**src/design/adcc_pkg.sv**
```systemverilog
// Constants, types and register map of the converter control block
`default_nettype none
package adcc_pkg;
  ////////////////////////////////////////////////////////////////////////////////
  // Register offsets
  localparam logic [7:0] ADDR_PORT_A = 8'h05;
  localparam logic [7:0] ADDR_PORT_E = 8'h09;
  localparam logic [7:0] ADDR_GIC = 8'h0b;
  localparam logic [7:0] ADDR_FLAGS = 8'h0c;
  localparam logic [7:0] ADDR_RES_HI = 8'h1e;
  localparam logic [7:0] ADDR_CTRL0 = 8'h1f;
  localparam logic [7:0] ADDR_DIR_A = 8'h85;
  localparam logic [7:0] ADDR_DIR_E = 8'h89;
  localparam logic [7:0] ADDR_ENABLES = 8'h8c;
  localparam logic [7:0] ADDR_RES_LO = 8'h9e;
  localparam logic [7:0] ADDR_CTRL1 = 8'h9f;
  ////////////////////////////////////////////////////////////////////////////////
  // Field positions
  localparam int CTRL0_CLK_LO = 6;
  localparam int CTRL0_CH_LO = 3;
  localparam int CTRL0_GO = 2;
  localparam int CTRL0_ON = 0;
  localparam int CTRL1_FMT = 7;
  localparam int DONE_BIT = 6;
  ////////////////////////////////////////////////////////////////////////////////
  // Reset values
  localparam logic [7:0] CTRL_RST = 8'h00;
  localparam logic [7:0] IRQ_RST = 8'h00;
  localparam logic [5:0] DIR_A_RST = 6'h3f;
  localparam logic [2:0] DIR_E_RST = 3'h7;
  ////////////////////////////////////////////////////////////////////////////////
  // Conversion clock and timing
  typedef enum logic [1:0] {
    ADCC_CLK_DIV2 = 2'h0,
    ADCC_CLK_DIV8 = 2'h1,
    ADCC_CLK_DIV32 = 2'h2,
    ADCC_CLK_RC = 2'h3
  } adcc_clk_sel_t;
  localparam int CLK_PERIOD_NS = 10;
  localparam int RC_TAD_NS = 4000;
  localparam logic [8:0] TAD_DIV2 = 9'h002;
  localparam logic [8:0] TAD_DIV8 = 9'h008;
  localparam logic [8:0] TAD_DIV32 = 9'h020;
  localparam logic [8:0] TAD_RC = 9'(RC_TAD_NS / CLK_PERIOD_NS);
  localparam logic [8:0] TCY_CYC = 9'h004;
  localparam int CONV_TADS = 12;
  localparam logic [3:0] CONV_LAST = 4'(CONV_TADS - 1);
  localparam logic [3:0] POST_LAST = 4'h1;
  ////////////////////////////////////////////////////////////////////////////////
  // Sequencer states
  typedef enum logic [3:0] {
    ADCC_ST_IDLE = 4'b0001,
    ADCC_ST_FIRST = 4'b0010,
    ADCC_ST_CONV = 4'b0100,
    ADCC_ST_WAIT = 4'b1000
  } adcc_state_t;
  ////////////////////////////////////////////////////////////////////////////////
  // Register port request
  typedef struct packed {
    logic wr;
    logic rd;
    logic [7:0] addr;
    logic [7:0] wdata;
  } adcc_bus_t;
endpackage
`default_nettype wire

```
**src/design/adcc_top.sv**
```systemverilog
// Conversion control, register file and pin logic of the 10-bit converter
//
// Behaviour
// - Conversion lasts twelve bit periods minimum.
// - Clock select picks 2, 8, 32 or RC.
// - RC bit period nominally four microseconds.
// - Analog pins read as zero on ports.
// - Output-direction pin converts its driven level.
// - Clearing go aborts, result pair unchanged.
// - Abort waits two bit periods, then acquires; switching the converter off skips the wait.
// - First segment between instruction cycle and period.
// - Result justified by format bit, zero filled.
// - Result registers are plain storage otherwise.
// - Sleep needs RC; RC start delayed one instruction cycle.
// - Sleep completion wakes or powers converter down.
// - Non-RC sleep aborts and powers down converter.
// - Reset clears control, aborts, pins analog.
// - Reset never touches the result pair.
// - Completion loads result, clears go, sets flag.
// - Two bit periods pass before new acquisition.
`default_nettype none
module adcc_top (
  // Clock and reset
  input wire logic mclk,
  input wire logic rst,
  // Register port
  input wire adcc_pkg::adcc_bus_t bus_req,
  output logic [7:0] rdata,
  // Power state
  input wire logic sleep_mode,
  output logic wake_req,
  // Analog front end
  input wire logic [9:0] conv_sample,
  output logic [2:0] chan_sel,
  output logic hold_connect,
  output logic conv_powered,
  // Port pins
  input wire logic [5:0] port_a_in,
  output logic [5:0] port_a_out,
  output logic [5:0] port_a_oe,
  input wire logic [2:0] port_e_in,
  output logic [2:0] port_e_out,
  output logic [2:0] port_e_oe
);
  ////////////////////////////////////////////////////////////////////////////////
  // Declarations
  adcc_pkg::adcc_state_t state;
  adcc_pkg::adcc_state_t next_state;
  adcc_pkg::adcc_clk_sel_t conv_clk_sel;
  logic conv_go;
  logic conv_module_on;
  logic result_format_sel;
  logic [3:0] pin_analog_cfg;
  logic [7:0] global_irq_control;
  logic [7:0] irq_flags;
  logic [7:0] irq_enables;
  logic [7:0] conversion_result_high;
  logic [7:0] conversion_result_low;
  logic pwr_down;
  logic [8:0] tad_cnt;
  logic [8:0] tad_len;
  logic [8:0] seg_len;
  logic [3:0] seg_cnt;
  logic tad_tick;
  logic busy;
  logic abort;
  logic sleep_abort;
  logic done_evt;
  logic [7:0] analog_inputs;
  logic [7:0] ch_oe;
  logic [7:0] ch_lvl;
  logic [9:0] raw_result;
  logic [15:0] justified;
  logic [7:0] next_rdata;
  logic wr_ctrl0;
  logic wr_flags;
  logic wr_res_hi;
  logic wr_res_lo;

  ////////////////////////////////////////////////////////////////////////////////
  // Pin configuration decode, one bit per analog input, reference pins counted
  function automatic logic [7:0] analog_mask(input logic [3:0] cfg);
    case (cfg)
      4'h0, 4'h1, 4'h8: analog_mask = 8'hff;
      4'h2, 4'h3, 4'hc: analog_mask = 8'h1f;
      4'h4, 4'h5: analog_mask = 8'h0b;
      4'h9, 4'ha, 4'hb: analog_mask = 8'h3f;
      4'hd: analog_mask = 8'h0f;
      4'he: analog_mask = 8'h01;
      4'hf: analog_mask = 8'h0d;
      default: analog_mask = 8'h00;
    endcase
  endfunction

  assign analog_inputs = analog_mask(pin_analog_cfg);
  // Inputs 0-3 sit on port A 0-3, input 4 on port A 5, inputs 5-7 on port E
  assign ch_oe = {port_e_oe, port_a_oe[5], port_a_oe[3:0]};
  assign ch_lvl = {port_e_out, port_a_out[5], port_a_out[3:0]};
  // Driven output pin converts as full or zero scale
  assign raw_result = ch_oe[chan_sel] ? {10{ch_lvl[chan_sel]}} : conv_sample;
  assign justified = result_format_sel ? {6'h00, raw_result} : {raw_result, 6'h00};

  ////////////////////////////////////////////////////////////////////////////////
  // Register strobes
  assign wr_ctrl0 = bus_req.wr && (bus_req.addr == adcc_pkg::ADDR_CTRL0);
  assign wr_flags = bus_req.wr && (bus_req.addr == adcc_pkg::ADDR_FLAGS);
  assign wr_res_hi = bus_req.wr && (bus_req.addr == adcc_pkg::ADDR_RES_HI);
  assign wr_res_lo = bus_req.wr && (bus_req.addr == adcc_pkg::ADDR_RES_LO);

  ////////////////////////////////////////////////////////////////////////////////
  // Bit period timing
  always_comb begin
    case (conv_clk_sel)
      adcc_pkg::ADCC_CLK_DIV2: tad_len = adcc_pkg::TAD_DIV2;
      adcc_pkg::ADCC_CLK_DIV8: tad_len = adcc_pkg::TAD_DIV8;
      adcc_pkg::ADCC_CLK_DIV32: tad_len = adcc_pkg::TAD_DIV32;
      default: tad_len = adcc_pkg::TAD_RC;
    endcase
  end

  // RC start waits one instruction cycle; others wait one bit period
  assign seg_len = (state == adcc_pkg::ADCC_ST_FIRST && conv_clk_sel == adcc_pkg::ADCC_CLK_RC) ?
                   adcc_pkg::TCY_CYC : tad_len;
  // At-or-past compare so a clock select change mid-period cannot skip the tick
  assign tad_tick = (state != adcc_pkg::ADCC_ST_IDLE) && (tad_cnt >= seg_len - 9'h001);
  assign busy = (state == adcc_pkg::ADCC_ST_FIRST) || (state == adcc_pkg::ADCC_ST_CONV);
  // Only the RC source keeps running through sleep
  assign sleep_abort = busy && sleep_mode && (conv_clk_sel != adcc_pkg::ADCC_CLK_RC);
  assign abort = busy && (!conv_go || !conv_module_on || sleep_abort);
  assign done_evt = (state == adcc_pkg::ADCC_ST_CONV) && tad_tick &&
                    (seg_cnt == adcc_pkg::CONV_LAST) && !abort;

  always_ff @(posedge mclk or posedge rst) begin
    if (rst) begin
      tad_cnt <= 9'h000;
    end else if (state == adcc_pkg::ADCC_ST_IDLE || next_state != state || tad_tick) begin
      tad_cnt <= 9'h000;
    end else begin
      tad_cnt <= tad_cnt + 9'h001;
    end
  end

  always_ff @(posedge mclk or posedge rst) begin
    if (rst) begin
      seg_cnt <= 4'h0;
    end else if (next_state != state) begin
      seg_cnt <= 4'h0;
    end else if (tad_tick) begin
      seg_cnt <= seg_cnt + 4'h1;
    end
  end

  ////////////////////////////////////////////////////////////////////////////////
  // Conversion sequencer
  always_comb begin
    next_state = state;
    case (state)
      adcc_pkg::ADCC_ST_IDLE: begin
        if (conv_go && conv_module_on && !pwr_down) begin
          next_state = adcc_pkg::ADCC_ST_FIRST;
        end
      end
      adcc_pkg::ADCC_ST_FIRST: begin
        if (abort) begin
          next_state = adcc_pkg::ADCC_ST_WAIT;
        end else if (tad_tick) begin
          next_state = adcc_pkg::ADCC_ST_CONV;
        end
      end
      adcc_pkg::ADCC_ST_CONV: begin
        if (abort || done_evt) begin
          next_state = adcc_pkg::ADCC_ST_WAIT;
        end
      end
      adcc_pkg::ADCC_ST_WAIT: begin
        if (!conv_module_on || (tad_tick && seg_cnt == adcc_pkg::POST_LAST)) begin
          next_state = adcc_pkg::ADCC_ST_IDLE;
        end
      end
      default: next_state = adcc_pkg::ADCC_ST_IDLE;
    endcase
  end

  always_ff @(posedge mclk or posedge rst) begin
    if (rst) begin
      state <= adcc_pkg::ADCC_ST_IDLE;
    end else begin
      state <= next_state;
    end
  end

  ////////////////////////////////////////////////////////////////////////////////
  // Control registers
  always_ff @(posedge mclk or posedge rst) begin
    if (rst) begin
      conv_clk_sel <= adcc_pkg::ADCC_CLK_DIV2;
      chan_sel <= 3'h0;
      conv_module_on <= 1'b0;
    end else if (wr_ctrl0) begin
      conv_clk_sel <= adcc_pkg::adcc_clk_sel_t'(bus_req.wdata[adcc_pkg::CTRL0_CLK_LO +: 2]);
      chan_sel <= bus_req.wdata[adcc_pkg::CTRL0_CH_LO +: 3];
      conv_module_on <= bus_req.wdata[adcc_pkg::CTRL0_ON];
    end
  end

  // Hardware clear beats a software write in the same cycle
  always_ff @(posedge mclk or posedge rst) begin
    if (rst) begin
      conv_go <= 1'b0;
    end else if (done_evt || sleep_abort) begin
      conv_go <= 1'b0;
    end else if (wr_ctrl0) begin
      conv_go <= bus_req.wdata[adcc_pkg::CTRL0_GO];
    end
  end

  always_ff @(posedge mclk or posedge rst) begin
    if (rst) begin
      result_format_sel <= 1'b0;
      pin_analog_cfg <= 4'h0;
    end else if (bus_req.wr && bus_req.addr == adcc_pkg::ADDR_CTRL1) begin
      result_format_sel <= bus_req.wdata[adcc_pkg::CTRL1_FMT];
      pin_analog_cfg <= bus_req.wdata[3:0];
    end
  end

  ////////////////////////////////////////////////////////////////////////////////
  // Interrupt flag, enable and global control storage
  always_ff @(posedge mclk or posedge rst) begin
    if (rst) begin
      irq_flags <= adcc_pkg::IRQ_RST;
    end else begin
      if (wr_flags) begin
        irq_flags <= bus_req.wdata;
      end
      if (done_evt) begin
        irq_flags[adcc_pkg::DONE_BIT] <= 1'b1;
      end
    end
  end

  always_ff @(posedge mclk or posedge rst) begin
    if (rst) begin
      irq_enables <= adcc_pkg::IRQ_RST;
      global_irq_control <= adcc_pkg::IRQ_RST;
    end else begin
      if (bus_req.wr && bus_req.addr == adcc_pkg::ADDR_ENABLES) begin
        irq_enables <= bus_req.wdata;
      end
      if (bus_req.wr && bus_req.addr == adcc_pkg::ADDR_GIC) begin
        global_irq_control <= bus_req.wdata;
      end
    end
  end

  ////////////////////////////////////////////////////////////////////////////////
  // Result pair, no reset so its content survives every reset
  always_ff @(posedge mclk) begin
    if (done_evt) begin
      conversion_result_high <= justified[15:8];
      conversion_result_low <= justified[7:0];
    end else begin
      if (wr_res_hi) begin
        conversion_result_high <= bus_req.wdata;
      end
      if (wr_res_lo) begin
        conversion_result_low <= bus_req.wdata;
      end
    end
  end

  ////////////////////////////////////////////////////////////////////////////////
  // Sleep handling and converter power
  always_ff @(posedge mclk or posedge rst) begin
    if (rst) begin
      pwr_down <= 1'b0;
    end else if (!sleep_mode) begin
      pwr_down <= 1'b0;
    end else if (sleep_abort) begin
      pwr_down <= 1'b1;
    end else if (done_evt && !irq_enables[adcc_pkg::DONE_BIT]) begin
      pwr_down <= 1'b1;
    end
  end

  always_ff @(posedge mclk or posedge rst) begin
    if (rst) begin
      wake_req <= 1'b0;
      conv_powered <= 1'b0;
      hold_connect <= 1'b0;
    end else begin
      wake_req <= done_evt && sleep_mode && irq_enables[adcc_pkg::DONE_BIT];
      conv_powered <= conv_module_on && !pwr_down;
      // Hold capacitor is off the channel from start until the post wait ends
      hold_connect <= (state == adcc_pkg::ADCC_ST_IDLE) && conv_module_on && !pwr_down;
    end
  end

  ////////////////////////////////////////////////////////////////////////////////
  // Port latches and directions, enables stored as inverse of direction
  always_ff @(posedge mclk or posedge rst) begin
    if (rst) begin
      port_a_out <= 6'h00;
      port_e_out <= 3'h0;
      port_a_oe <= ~adcc_pkg::DIR_A_RST;
      port_e_oe <= ~adcc_pkg::DIR_E_RST;
    end else if (bus_req.wr) begin
      case (bus_req.addr)
        adcc_pkg::ADDR_PORT_A: port_a_out <= bus_req.wdata[5:0];
        adcc_pkg::ADDR_PORT_E: port_e_out <= bus_req.wdata[2:0];
        adcc_pkg::ADDR_DIR_A: port_a_oe <= ~bus_req.wdata[5:0];
        adcc_pkg::ADDR_DIR_E: port_e_oe <= ~bus_req.wdata[2:0];
        default: port_a_out <= port_a_out;
      endcase
    end
  end

  ////////////////////////////////////////////////////////////////////////////////
  // Read port
  always_comb begin
    next_rdata = 8'h00;
    case (bus_req.addr)
      adcc_pkg::ADDR_PORT_A: begin
        next_rdata = {2'h0, port_a_in & ~{analog_inputs[4], 1'b0, analog_inputs[3:0]}};
      end
      adcc_pkg::ADDR_PORT_E: next_rdata = {5'h00, port_e_in & ~analog_inputs[7:5]};
      adcc_pkg::ADDR_GIC: next_rdata = global_irq_control;
      adcc_pkg::ADDR_FLAGS: next_rdata = irq_flags;
      adcc_pkg::ADDR_RES_HI: next_rdata = conversion_result_high;
      adcc_pkg::ADDR_CTRL0: begin
        next_rdata = {conv_clk_sel, chan_sel, conv_go, 1'b0, conv_module_on};
      end
      adcc_pkg::ADDR_DIR_A: next_rdata = {2'h0, ~port_a_oe};
      adcc_pkg::ADDR_DIR_E: next_rdata = {5'h00, ~port_e_oe};
      adcc_pkg::ADDR_ENABLES: next_rdata = irq_enables;
      adcc_pkg::ADDR_RES_LO: next_rdata = conversion_result_low;
      adcc_pkg::ADDR_CTRL1: next_rdata = {result_format_sel, 3'h0, pin_analog_cfg};
      default: next_rdata = 8'h00;
    endcase
  end

  always_ff @(posedge mclk or posedge rst) begin
    if (rst) begin
      rdata <= 8'h00;
    end else begin
      rdata <= bus_req.rd ? next_rdata : 8'h00;
    end
  end

  int conv_cyc;
  always_ff @(posedge mclk or posedge rst) begin
    if (rst) begin
      conv_cyc <= 0;
    end else begin
      conv_cyc <= (state == adcc_pkg::ADCC_ST_CONV) ? conv_cyc + 1 : 0;
    end
  end
endmodule
`default_nettype wire

```
**config.mk**
```make
export PLATFORM = sky130hd
export DESIGN_NAME = adcc_top
export DESIGN_NICKNAME = d
export VERILOG_FILES = /design/src/design/adcc_pkg.sv /design/src/design/adcc_top.sv
export SDC_FILE = /design/constraint.sdc
export NUM_CORES = 1
export LEC_CHECK = 0
export ABC_AREA = 1
export BUFFER_PORTS_ARGS = -buffer_cell sky130_fd_sc_hd__buf_2
export CORE_ASPECT_RATIO = 0.75
export CORE_MARGIN = 5
export CORE_UTILIZATION = 40
export CTS_BUF_LIST = sky130_fd_sc_hd__clkbuf_8
export CTS_CLUSTER_SIZE = 25
export DETAILED_ROUTE_END_ITERATION = 16
export PLACE_DENSITY = 0.61
export REMOVE_ABC_BUFFERS = 1
export SYNTH_ARGS = -nofsm -noshare
export SYNTH_HDL_FRONTEND = slang
export SYNTH_SLANG_ARGS = --single-unit
export TNS_END_PERCENT = 20
```
**constraint.sdc**
```tcl
create_clock -name mclk -period 6.1 [get_ports mclk]
set_input_delay 1.22 -clock mclk [delete_from_list [all_inputs] [get_ports mclk]]
set_output_delay 1.22 -clock mclk [all_outputs]
set_load 0.01 [all_outputs]
```
======== Word level (Yosys, flattened, before mapping) ========
Memories as Yosys holds them, arrays and structs flattened.
Index checks and enable logic that the tools add are counted.
operators by class
  add/sub/neg operators ................... 3
  $lt $le $gt $ge ......................... 2
  equality and inequality tests ........... 24
  mux-type cells .......................... 30
  bitwise logic cells ..................... 8
  reductions and logical operators ........ 47
operators with widths
  cell                   number
  $pmux W8 S11           1
  $eq A8 B8 Y1 const B   5
  $mux W8                5
  $mux W4                7
  $pmux W9 S3            1
  $eq A8 B4 Y1 const B   3
  $logic_and A1 B1 Y1    24
  $mux W9                2
  $not A6 Y6             3
  $eq A8 B5 Y1 const B   2
  $mux W16               1
  $pmux W4 S4            1
  $mux W10               1
  $reduce_bool A2 Y1     5
  $add A9 B1 Y9 const B  1
  $ge A9 B9 Y1           1
  $not A3 Y3             3
  $sub A9 B1 Y9 const B  1
  $eq A4 B1 Y1 const B   2
  $eq A4 B4 Y1 const B   2
  $eq A8 B3 Y1 const B   1
  $logic_or A1 B1 Y1     8
  $mux W1                8
  $reduce_and A2 Y1      4
  other kinds (16)       22
storage, ports and cells
  register bits after elaboration ......... 99
  bits in read-only memories .............. 128
  bits of input ports ..................... 40
  output and inout bits ................... 32
  logic and storage cells ................. 139
  memories ................................ 1
memories
  memory           depth  bits a word  read ports  clocked after memory_dff  write ports  RTL line        RTL
  (no name shown)  16     8            1           0                         0            adcc_top.sv:83  case (cfg)

======== Depth between registers and ports, before layout ========
Gate-level depths: netlist of run 1.
  word-level depth ........................ 16
  mapped depth ............................ 22
  depth with buffers taken out ............ 22

======== Worst setup path after synthesis of run 1 ========
No wires, ideal clock.
  path type ............................... register -> register
  from .................................... register state[0]
  to ...................................... register conversion_result_high[0] (enable)
  arrival time ............................ 2510 ps
  slack ................................... 3206 ps
  cell stages (with the launch flop) ...... 17
  buffers on the path ..................... 1
  clock period less this slack ............ 2894 ps
  path through ............................ dfstp_2 > inv_1 > nand4_1 > ha_1 > nand3_1 > nand2_1 > inv_1 > ha_1 > nand2_1 > nor2_2 > nand3_1 > nand3_2 > nand3_2 > a21oi_4 > inv_2 > buf_6 > o21ai_0
between the ends
  cells in the longest elaborated chain, start to end .. 10
RTL lines
  item                                     RTL line                          RTL
  start: declaration                       adcc_top.sv:47                    adcc_pkg::adcc_state_t state;
  start signal: assignment                 adcc_top.sv:186                   state <= adcc_pkg::ADCC_ST_IDLE;
  start signal: assignment                 adcc_top.sv:188                   state <= next_state;
  $eq A4 B2 Y1                             adcc_top.sv:122, adcc_top.sv:126
  $logic_and A1 B1 Y1                      adcc_top.sv:122                   assign seg_len = (state == adcc_pkg::ADCC_ST_FIRST && conv_clk_sel == adcc_pkg::ADCC_CLK_RC) ?
  $mux W9                                  adcc_top.sv:122
  $sub A9 B1 Y9                            adcc_top.sv:125                   assign tad_tick = (state != adcc_pkg::ADCC_ST_IDLE) && (tad_cnt >= seg_len - 9'h001);
  $ge A9 B9 Y1                             adcc_top.sv:125
  $logic_and A1 B1 Y1                      adcc_top.sv:125
  $logic_and A1 B1 Y1 (2 in a row)         adcc_top.sv:130                   assign done_evt = (state == adcc_pkg::ADCC_ST_CONV) && tad_tick &&
  $logic_and A1 B1 Y1 (*)                  adcc_top.sv:131                   (seg_cnt == adcc_pkg::CONV_LAST) && !abort;
  $reduce_bool A2 Y1 (no source line) (*)  --
  end signal: assignment                   adcc_top.sv:260                   conversion_result_high <= justified[15:8];
  end signal: assignment                   adcc_top.sv:264                   conversion_result_high <= bus_req.wdata;
  end: declaration                         adcc_top.sv:57                    logic [7:0] conversion_result_high;
Every way passes the cells marked *; elsewhere a longest branch is shown, timed or not.
A chain may end at the register's enable or synchronous reset.

======== Worst setup path in the final report of run 1 ========
Same ends and word-level chain as after synthesis.

==> results_dict.tcl, run 1 <==
set metrics [dict create \
    status "finished, final reports clean" \
    synthesis.area_um2 5260 \
    grt_usage_pct 19.7 \
    worstRegToRegCells 15 \
    hp-class "flop to flop" \
    final_hold_viol_count 0 \
    grt_pass1_vias 4391 \
    clk-insertion-delay-late_ns 0.38 \
    p_leak_nw 2.94 \
    gr-max-usage-layer "met1" \
    setup_viol 0 \
    rsz0062_at_grt "no" \
    viasPerCell 5.25 \
    finClkSkew_ns 0.00975 \
    cap_violations 0 \
    initial_utilization_pct 40.7 \
    setup_tns_ns 0 \
    synthCells 642 \
    yosysWarningCount 0 \
    netlist.area_leader.share_pct 39.0 \
    relSlewSlack_pct 28.9 \
    period_share_pct 56.4 \
    drtPass1Iterations 6 \
    clock-sinks 99 \
    crit_end "conversion_result_high[0]$_DFFE_PP_" \
    ctsHtreeMaxLevel 3 \
    clockBufferDepth 2 \
    cp.depth 15 \
    post-dp-hpwl_um 11700 \
    wirelength_um 15000 \
    placed_area_um2 5760 \
    hold_depth 1 \
    gr-usage-met3_pct 4.91 \
    worstReg2RegStart "state[0]$_DFF_PP1_" \
    r2r_setup_slack_ns 2.66 \
    worstSetupPathType "flop to flop" \
    async_flop_share_pct 83.8 \
    r2r_end "conversion_result_high[0]$_DFFE_PP_" \
    worstSetupStartpoint "state[0]$_DFF_PP1_" \
    cts_tree "built" \
    synthSimpleGateAreaFrac_pct 25.0 \
    period_minus_slack_ns 3.44 \
    crit_path_start_kind "flop" \
    clkTransAtPathRegs_ns 0.10 \
    use_met2_pct 28.0 \
    finalMaxSlewViolations 0 \
    cp_num_buf_inv 3 \
    io_pins 72 \
    cts_root_buf "clkbuf_8" \
    fmax_mhz 291 \
    post_cts_buffers 0 \
    syn_area_per_cell_um2 8.19 \
    grt_max_degree 69 \
    grtUsageMet1_pct 30.3 \
    ys.flop_type "dfrtp_1" \
    antenna_cells 0 \
    post-place-ws_ns 2.68 \
    grt.overflow.total 0 \
    place.gp.congestion 0.857 \
    utilization_pct 45.9 \
    die_area_um2 15600 \
    dp_cells 873 \
    ys_ff_latch 99 \
    core-area_um2 12900 \
    critPathTopFamily "simple AND/OR/NAND/NOR gates" \
    synth_top_family_by_area "simple AND/OR/NAND/NOR gates" \
    ant_nets 0 \
    cts_resized 0 \
    final_area_um2 5930 \
    instances_no_fill 889 \
    layout_setup_ws_ns 2.66 \
    peakVddDrop_mv 0.0982 \
    worst_ep_required_time_ns 6.11 \
    die_h_um 109 \
    synth_area_leader_cell "dfrtp_1" \
    synthXorXnorAreaFrac_pct 1.17 \
    critPathCaptureType "flop" \
    slowest_stage "dfstp_2" \
    min_from "pwr_down$_DFFE_PP0P_" \
    drive_gt1_share_pct 17.0 \
    wl_per_cell_um 16.9 \
    synth_compound_area_share_pct 15.2 \
    drt_iter0_drc 400 \
    hold_ws_ns 0.495 \
    synth_mux_area_share_pct 0 \
    drcViolationCount 0 \
    synth-adder-area-share_pct 2.38 \
    antenna_found_initial 0 \
    row_count 36 \
    worst_pin_slew_ns 1.06 \
    hold_buffers 0 \
    fin_total_pwr_mw 1.30 \
    syn_to_final_growth_pct 12.9 \
    grt_pass1_wl_um 23500 \
    path_cells "inv_1 -> nand4_1 -> ha_1 -> nand3_1 -> nand2_1 -> inv_1 -> ha_1 -> nand2_1 -> nor2_2 -> nand3_1 -> nand3_2 -> nand3_2 -> a21oi_4 -> inv_2 -> o21ai_0" \
    cellPowerDensity_nw_per_um2 219 \
    yosys-top-cells-area "dfrtp_1, nand2_1, edfxtp_1" \
    slowest_delay_ns 0.59 \
    fin_nets 763 \
    path_max_fanout 19 \
    arrival_ns 3.45 \
    seq_area_frac_synth_pct 48.7 \
    io_buffers 71 \
    cts_inserted_buffers 9 \
    synth_edf_count 16 \
    dieWidth_um 142 \
    synth_cell_types 46 \
    via_count 4666 \
]
## flip-flops by register name, summed over array words and instances (netlist names), 4 cells and up
register and cells:
state 4, rdata 8, port_a_out 6, port_a_oe 6, irq_enables 8, irq_flags 8, conversion_result_high 8, seg_cnt 4
pin_analog_cfg 4, tad_cnt 9, global_irq_control 8, conversion_result_low 8
## per-layer routing
metal | vias up | routed length (um) | share of wire [%]
met5 | - | 0 | 0
met2 | 175 | 6200 | 41
met4 | 0 | 125 | 0.83
met3 | 11 | 1140 | 7.6
met1 | 2220 | 7550 | 50
li1 | 2260 | - | -
## synth_stat cells, drive strengths merged (4+ instances only)
master / n
a21oi: 14
inv: 86
nand4: 6
nor4: 5
o21ai: 81
nand3: 37
nor2: 60
nand2: 170
o22ai: 5
nor3: 9
o21a: 7
ha: 10
buf: 9
o31ai: 6
edfxtp: 16
xor2: 4
o211ai: 4
dfrtp: 82
a31oi: 8
## where the power goes
| group | switching [mW] | internal [mW] | total, mW |
|---|---|---|---|
| clock | 0.245 | 0.151 | 0.396 |
| combinational | 0.120 | 0.0595 | 0.179 |
| sequential | 0.0280 | 0.698 | 0.726 |
## worst reg2reg max path, stage by stage (launching register included)
cell and delay (ns):
dfstp_2 0.59, inv_1 0.11, nand4_1 0.12, ha_1 0.19, nand3_1 0.09, nand2_1 0.07, inv_1 0.04, ha_1 0.26
nand2_1 0.07, nor2_2 0.12, nand3_1 0.10, nand3_2 0.13, nand3_2 0.14, a21oi_4 0.34, inv_2 0.25, o21ai_0 0.47
## worst min path at each step
stage          slack (ns)                                end
2_1_floorplan        0.45  global_irq_control[7]$_DFFE_PP0P_
3_3_place_gp         0.46  global_irq_control[7]$_DFFE_PP0P_
3_5_place_dp         0.47         irq_enables[6]$_DFFE_PP0P_
4_1_cts              0.49             hold_connect$_DFF_PP0_
5_1_grt              0.51          port_a_out[4]$_DFFE_PP0P_
6_report             0.50             hold_connect$_DFF_PP0_
## final cells by class
| class | instances | area (um2) |
|---|---|---|
| clock inverter | 7 | 52.6 |
| tap | 171 | 214 |
| clock buffer | 9 | 124 |
| inverter | 86 | 324 |
| sequential | 99 | 2560 |
| timing repair buffer | 72 | 363 |
| multi-input combinational | 445 | 2300 |
| fill | 1276 | 7000 |
## kinds of logic (layout without fill, tap and decap cells)
kind of cell	Yosys count	in the layout
AOI/OAI and AO/OA	136	136
DFF	99	99
adders and majority gates	10	10
buffers and inverters	98	174
and+or+nand+nor	292	292
xor gates and xnor gates	7	7
## placed cells by master, fill, tap and decap left out, types with 2 or more instances in the layout
| cell | n |
|---|---|
| clkbuf_8 | 9 |
| o21a_1 | 7 |
| nand3_2 | 2 |
| a21oi_4 | 2 |
| inv_6 | 2 |
| o21ai_1 | 7 |
| a22o_1 | 3 |
| nand2_2 | 4 |
| nand2_1 | 165 |
| inv_1 | 78 |
| edfxtp_1 | 16 |
| buf_2 | 71 |
| nor4_2 | 2 |
| nor2_2 | 5 |
| nor3_1 | 6 |
| o21ai_0 | 74 |
| nor2_1 | 54 |
| o22ai_1 | 5 |
| ha_1 | 10 |
| nand3_1 | 33 |
| o31ai_1 | 6 |
| or2_2 | 2 |
| nand4_1 | 6 |
| xor2_1 | 4 |
| dfrtp_1 | 82 |
| clkinv_2 | 3 |
| a31oi_1 | 8 |
| nor3_2 | 3 |
| a21oi_1 | 12 |
| inv_2 | 7 |
| clkinv_4 | 2 |
| a211oi_1 | 3 |
| nor4_1 | 2 |
| xnor2_1 | 3 |
| nand3_4 | 2 |
| o2111ai_1 | 2 |
| o211ai_1 | 4 |
No activity file was read; power rests on OpenSTA's default activity.
==> run 2: changes to the inputs <==
- clock period: 6.1 -> 3.2 ns (I/O delays scaled with it)
==> run 2 against run 1 <==
Against the previous run: sequential cell count unchanged; via count up 1.4%; combinational power up 95%; non-clock buffer count up 6; critical path depth up 1; clock-buffer cell count unchanged; maximum frequency up 16%; worst hold slack worse by 0.083 ns; sequential power up 90%; first-iteration DRC count up 42%; critical path type unchanged; largest cell class unchanged.
==> results_dict.tcl, run 2 (same netlist as run 1, synthesis figures left out) <==
set metrics [dict create \
    grt_usage_pct 20.1 \
    grt_pass1_vias 4562 \
    relSlewSlack_pct 44.5 \
    io_buffers 71 \
    path_max_fanout 13 \
    clk-insertion-delay-late_ns 0.36 \
    drive_gt1_share_pct 17.8 \
    worstRegToRegCells 16 \
    row_count 36 \
    intPower_mw 1.97 \
    ant_nets 0 \
    r2r_end "conversion_result_low[5]$_DFFE_PP_" \
    worst_pin_slew_ns 0.832 \
    clkTransAtPathRegs_ns 0.10 \
    slowest_stage "dfstp_2" \
    p_leak_nw 3.00 \
    antenna_found_initial 0 \
    grt_pass1_wl_um 24300 \
    grt.overflow.total 0 \
    worstSetupPathType "flop to flop" \
    path_cells "inv_1 -> nand4_1 -> ha_2 -> nand3_1 -> nand2_1 -> inv_1 -> ha_1 -> nand2_1 -> nor2_2 -> nand3_1 -> nand3_4 -> nand3_4 -> a21oi_4 -> inv_4 -> buf_4 -> o31ai_1" \
    drt_iter0_drc 566 \
    setup_viol 0 \
    syn_to_final_growth_pct 15.6 \
    antenna_cells 0 \
    seq_power_share_pct 51.4 \
    swShare_pct 26.9 \
    post-dp-hpwl_um 11800 \
    hp-class "input pin to async pin" \
    status "finished, final reports clean" \
    mostFrequentLayoutCells "nand2_1, dfrtp_1, inv_1" \
    setup_tns_ns 0 \
    cts_root_buf "clkbuf_8" \
    via_count 4729 \
    largest_register_ffs 9 \
    drcViolationCount 0 \
    worstReg2RegStart "state[0]$_DFF_PP1_" \
    die_area_um2 15600 \
    ctsHtreeMaxLevel 3 \
    period_minus_slack_ns 2.97 \
    initial_utilization_pct 40.7 \
    hold_buffers 0 \
    peakVddDrop_mv 0.293 \
    core-area_um2 12900 \
    slowest_delay_ns 0.59 \
    pwr-share-comb_pct 13.0 \
    cts_tree "built" \
    final_hold_viol_count 0 \
    period_share_pct 92.9 \
    r2r_setup_slack_ns 0.23 \
    final_common_cell "nand2_1" \
    p_clk_share_pct 35.6 \
    crit_path_start_kind "flop" \
    fmax_mhz 336 \
    io_pins 72 \
    power.net_switching_mw 0.722 \
    crit_end "conversion_result_low[5]$_DFFE_PP_" \
    critPathCaptureType "flop" \
    worst_ep_required_time_ns 3.35 \
    fin_nets 769 \
    clock-sinks 99 \
    largest-register "tad_cnt" \
    cellPowerDensity_nw_per_um2 442 \
    drtPass1Iterations 6 \
    arrival_ns 3.12 \
    clockBufferDepth 2 \
    wirelength_um 15000 \
    cap_violations 0 \
    dieWidth_um 142 \
    finClkSkew_ns 0.0108 \
    grt_max_degree 46 \
    die_h_um 109 \
    finalMaxSlewViolations 0 \
    utilization_pct 47.0 \
    fin_total_pwr_mw 2.69 \
    rsz0062_at_grt "yes" \
    worstSetupStartpoint "state[0]$_DFF_PP1_" \
    place.gp.congestion 0.933 \
    viasPerCell 5.29 \
    cts_inserted_buffers 9 \
    wl_per_cell_um 16.8 \
]
-- run 2: cell count changes in the layout (fill, tap and decap cells not counted), sizes merged --
cell / delta
buf: +6
bufinv: +3
clkinv: -2
clkinvlp: -1
inv: -1
-- run 2: through the flow --
stage | area, um2 | hold WS [ns] | setup slack (ns) | cells
global placement | 5810 | 0.462 | 0.260 | 879
finish | 6070 | 0.412 | 0.228 | 894
CTS | 6050 | 0.427 | 0.147 | 894
floorplan | 5180 | 0.446 | 0.249 | 630
detailed placement | 5810 | 0.473 | 0.186 | 879
global route | 6070 | 0.465 | 0.00278 | 894
-- run 2: worst min path at each step --
| stage | from | to | slack (ns) | depth (start not counted) |
|---|---|---|---|---|
| after global placement | global_irq_control[7]$_DFFE_PP0P_ | global_irq_control[7]$_DFFE_PP0P_ | 0.46 | 2 |
| after global routing | rst | port_e_out[1]$_DFFE_PP0P_ | 0.46 | 2 |
| final | rst | port_e_out[1]$_DFFE_PP0P_ | 0.41 | 2 |
| after CTS | rst | port_e_out[1]$_DFFE_PP0P_ | 0.43 | 2 |
| after detailed placement | irq_enables[6]$_DFFE_PP0P_ | irq_enables[6]$_DFFE_PP0P_ | 0.47 | 2 |
| after floorplan | global_irq_control[7]$_DFFE_PP0P_ | global_irq_control[7]$_DFFE_PP0P_ | 0.45 | 2 |
-- run 2: critical path, delay by kind of cell, from the launching register on --
kind	cells	cell delay, ns
adder cells (fa/ha/maj)	2	0.45
AND/OR/NAND/NOR	8	0.80
flip-flops	1	0.59
buffers and inverters	4	0.40
AO/OA/AOI/OAI	2	0.50
-- run 2: cell type report --
cell class / instances / area (um2)
Multi-Input combinational cell: 445 / 2320
Tap cell: 171 / 214
Clock inverter: 6 / 113
Sequential cell: 99 / 2560
Inverter: 86 / 327
Clock buffer: 9 / 124
Fill cell: 1314 / 6850
Timing Repair Buffer: 78 / 420
-- run 2: repair_timing --
item                                    4_1_cts  5_1_grt
hold endpoints to repair                      0        0
buffers inserted                              0        0
resized for setup                             0        6
endpoints found under the setup margin        0       17
-- run 2: power groups by stage --
stage	combinational, mW	sequential (mW)	clock, mW
global route	0.393	1.39	1.03
finish	0.349	1.38	0.956
detailed placement	0.346	1.41	0
CTS	0.348	1.38	0.975
global placement	0.339	1.41	0
floorplan	0.203	1.40	0
-- run 2: routing by layer --
layer  vias up  wire length [um]  track usage (%)
li1       2271                 -                -
met1      2222              7200             30.9
met2       216              6190             28.4
met3        20              1430             4.56
met4         0               229             4.95
met5         -                 0                0
==> run 3: changes to the inputs <==
--- a/config.mk
+++ b/config.mk
@@ -9,5 +9,7 @@
 export BUFFER_PORTS_ARGS = -buffer_cell sky130_fd_sc_hd__buf_2
+export CELL_PAD_IN_SITES_DETAIL_PLACEMENT = 1
+export CELL_PAD_IN_SITES_GLOBAL_PLACEMENT = 2
 export CORE_ASPECT_RATIO = 0.75
 export CORE_MARGIN = 5
-export CORE_UTILIZATION = 40
+export CORE_UTILIZATION = 35
 export CTS_BUF_LIST = sky130_fd_sc_hd__clkbuf_8
@@ -15,3 +17,3 @@
 export DETAILED_ROUTE_END_ITERATION = 16
-export PLACE_DENSITY = 0.61
+export PLACE_DENSITY = 0.88
 export REMOVE_ABC_BUFFERS = 1
--- a/constraint.sdc
+++ b/constraint.sdc
@@ -3,2 +3,2 @@
 set_output_delay 0.64 -clock mclk [all_outputs]
-set_load 0.01 [all_outputs]
+set_load 0.02 [all_outputs]
==> run 3 against run 2 <==
Against the previous run: worst setup slack lost 0.0070 ns; clock power decreased by 3.0%; largest power group unchanged; register-to-register slack about the same; critical endpoint is now conversion_result_high[6]$_DFFE_PP_; highest routed layer unchanged; via count is 0.63% higher; sequential share of layout area down 0.10 points.
==> results_dict.tcl, run 3 (same netlist as run 1, synthesis figures left out) <==
set metrics [dict create \
    status "finished, final reports clean" \
    ant_nets 0 \
    critPathCaptureType "flop" \
    finClkSkew_ns 0.0109 \
    p_leak_nw 3.00 \
    viasPerCell 5.14 \
    grt_pass1_vias 4928 \
    grt_pass1_wl_um 26600 \
    clock-sinks 99 \
    worst_ep_required_time_ns 3.33 \
    dieWidth_um 151 \
    cts_root_buf "clkbuf_8" \
    period_share_pct 93.1 \
    drcViolationCount 0 \
    cellPowerDensity_nw_per_um2 440 \
    path_max_fanout 11 \
    arrival_ns 3.11 \
    via_count 4759 \
    post-dp-hpwl_um 13200 \
    instances_no_fill 925 \
    largest-register "tad_cnt" \
    fin_nets 770 \
    final_hold_viol_count 0 \
    period_minus_slack_ns 2.98 \
    mostFrequentLayoutCells "nand2_1, dfrtp_1, inv_1" \
    die_h_um 116 \
    cap_violations 0 \
    hp-class "input pin to async pin" \
    finalMaxSlewViolations 0 \
    setup_viol 0 \
    drtPass1Iterations 5 \
    clk-insertion-delay-late_ns 0.39 \
    cts_inserted_buffers 9 \
    syn_to_final_growth_pct 15.9 \
    crit_path_start_kind "flop" \
    fin_total_pwr_mw 2.68 \
    drive_gt1_share_pct 17.9 \
    io_pins 72 \
    antenna_found_initial 0 \
    wl_per_cell_um 18.0 \
    post_cts_buffers 0 \
    grt_usage_pct 19.8 \
    ctsHtreeMaxLevel 3 \
    fillers 1829 \
    clkTransAtPathRegs_ns 0.10 \
    worst_pin_slew_ns 0.775 \
    peakVddDrop_mv 0.221 \
    cts_tree "built" \
    relSlewSlack_pct 48.0 \
    rsz0062_at_grt "yes" \
    die_area_um2 17600 \
    clockBufferDepth 2 \
    largest_register_ffs 9 \
    fmax_mhz 336 \
    grt_max_degree 67 \
    hold_buffers 0 \
    cts_resized 0 \
    initial_utilization_pct 36.0 \
    grt.overflow.total 0 \
    place.gp.congestion 0.854 \
    wirelength_um 16700 \
    row_count 38 \
    dp_cells 909 \
    io_buffers 71 \
    core-area_um2 14600 \
    worstSetupPathType "flop to flop" \
    drt_iter0_drc 404 \
    final_common_cell "nand2_1" \
    antenna_cells 0 \
]
## run 3: cell count changes in the layout (fill, tap and decap cells not counted), sizes merged
cell / previous run / this run
inv: 86 / 88
bufinv: 3 / 2
clkinvlp: 0 / 1
buf: 78 / 79
clkinv: 3 / 2
## run 3: worst max-delay path, stage by stage (launching register included)
cell and delay [ns]:
dfrtp_1 0.43, inv_2 0.09, nand2_1 0.07, inv_2 0.10
nand4_1 0.10, ha_1 0.22, xnor2_1 0.17, inv_1 0.06
ha_1 0.27, nand2_1 0.06, nor2_1 0.10, nand3_1 0.10
nand3_2 0.15, nand3_2 0.15, a21oi_4 0.16, inv_2 0.12
buf_4 0.20, nand2_1 0.09, o31ai_1 0.07
## run 3: metrics by stage
| step | cell area [um2] | TNS, ns | hold WS [ns] | utilization (%) | setup WS (ns) |
|---|---|---|---|---|---|
| floorplan | 5180 | 0 | 0.446 | - | 0.249 |
| global placement | 5860 | 0 | 0.464 | 40.1 | 0.203 |
| detailed placement | 5860 | 0 | 0.474 | 40.1 | 0.0420 |
| CTS | 6080 | 0 | 0.192 | 41.7 | 0.000812 |
| global route | 6090 | -0.144 | 0.202 | 41.7 | -0.0493 |
| finish | 6090 | 0 | 0.205 | 41.7 | 0.221 |
## run 3: path summary, 6_finish.rpt
check	start	endpoint	slack [ns]	cells past startpoint
max	state[2]$_DFF_PP0_	conversion_result_high[6]$_DFFE_PP_	0.22	18
min	rst	tad_cnt[8]$_DFF_PP0_	0.21	2
max reg2reg	state[2]$_DFF_PP0_	conversion_result_high[6]$_DFFE_PP_	0.22	18
min reg2reg	irq_flags[2]$_DFFE_PP0P_	irq_flags[2]$_DFFE_PP0P_	0.50	2
max in group asynchronous	rst	irq_flags[1]$_DFFE_PP0P_	2.33	3
min in group mclk	irq_flags[2]$_DFFE_PP0P_	irq_flags[2]$_DFFE_PP0P_	0.50	2
## run 3: per-layer routing
metal  wire length (um)  track usage, %
met2               7040            28.9
met5                  0               0
met4                166            4.07
met3               1010            4.69
met1               8450            30.2
## run 3: layout make-up
cell class	instances	area (um2)	area share, %
sequential	99	2560	42.0
multi-input combinational	445	2300	37.9
timing repair buffer	79	428	7.03
inverter	86	324	5.32
tap	200	250	4.11
clock buffer	9	124	2.03
clock inverter	7	98.8	1.62
## run 3: where the power goes
group	total, mW	internal, mW	switching, mW
clock network	0.927	0.448	0.479
logic	0.369	0.116	0.253
registers	1.39	1.33	0.0542
total	2.68	1.89	0.787
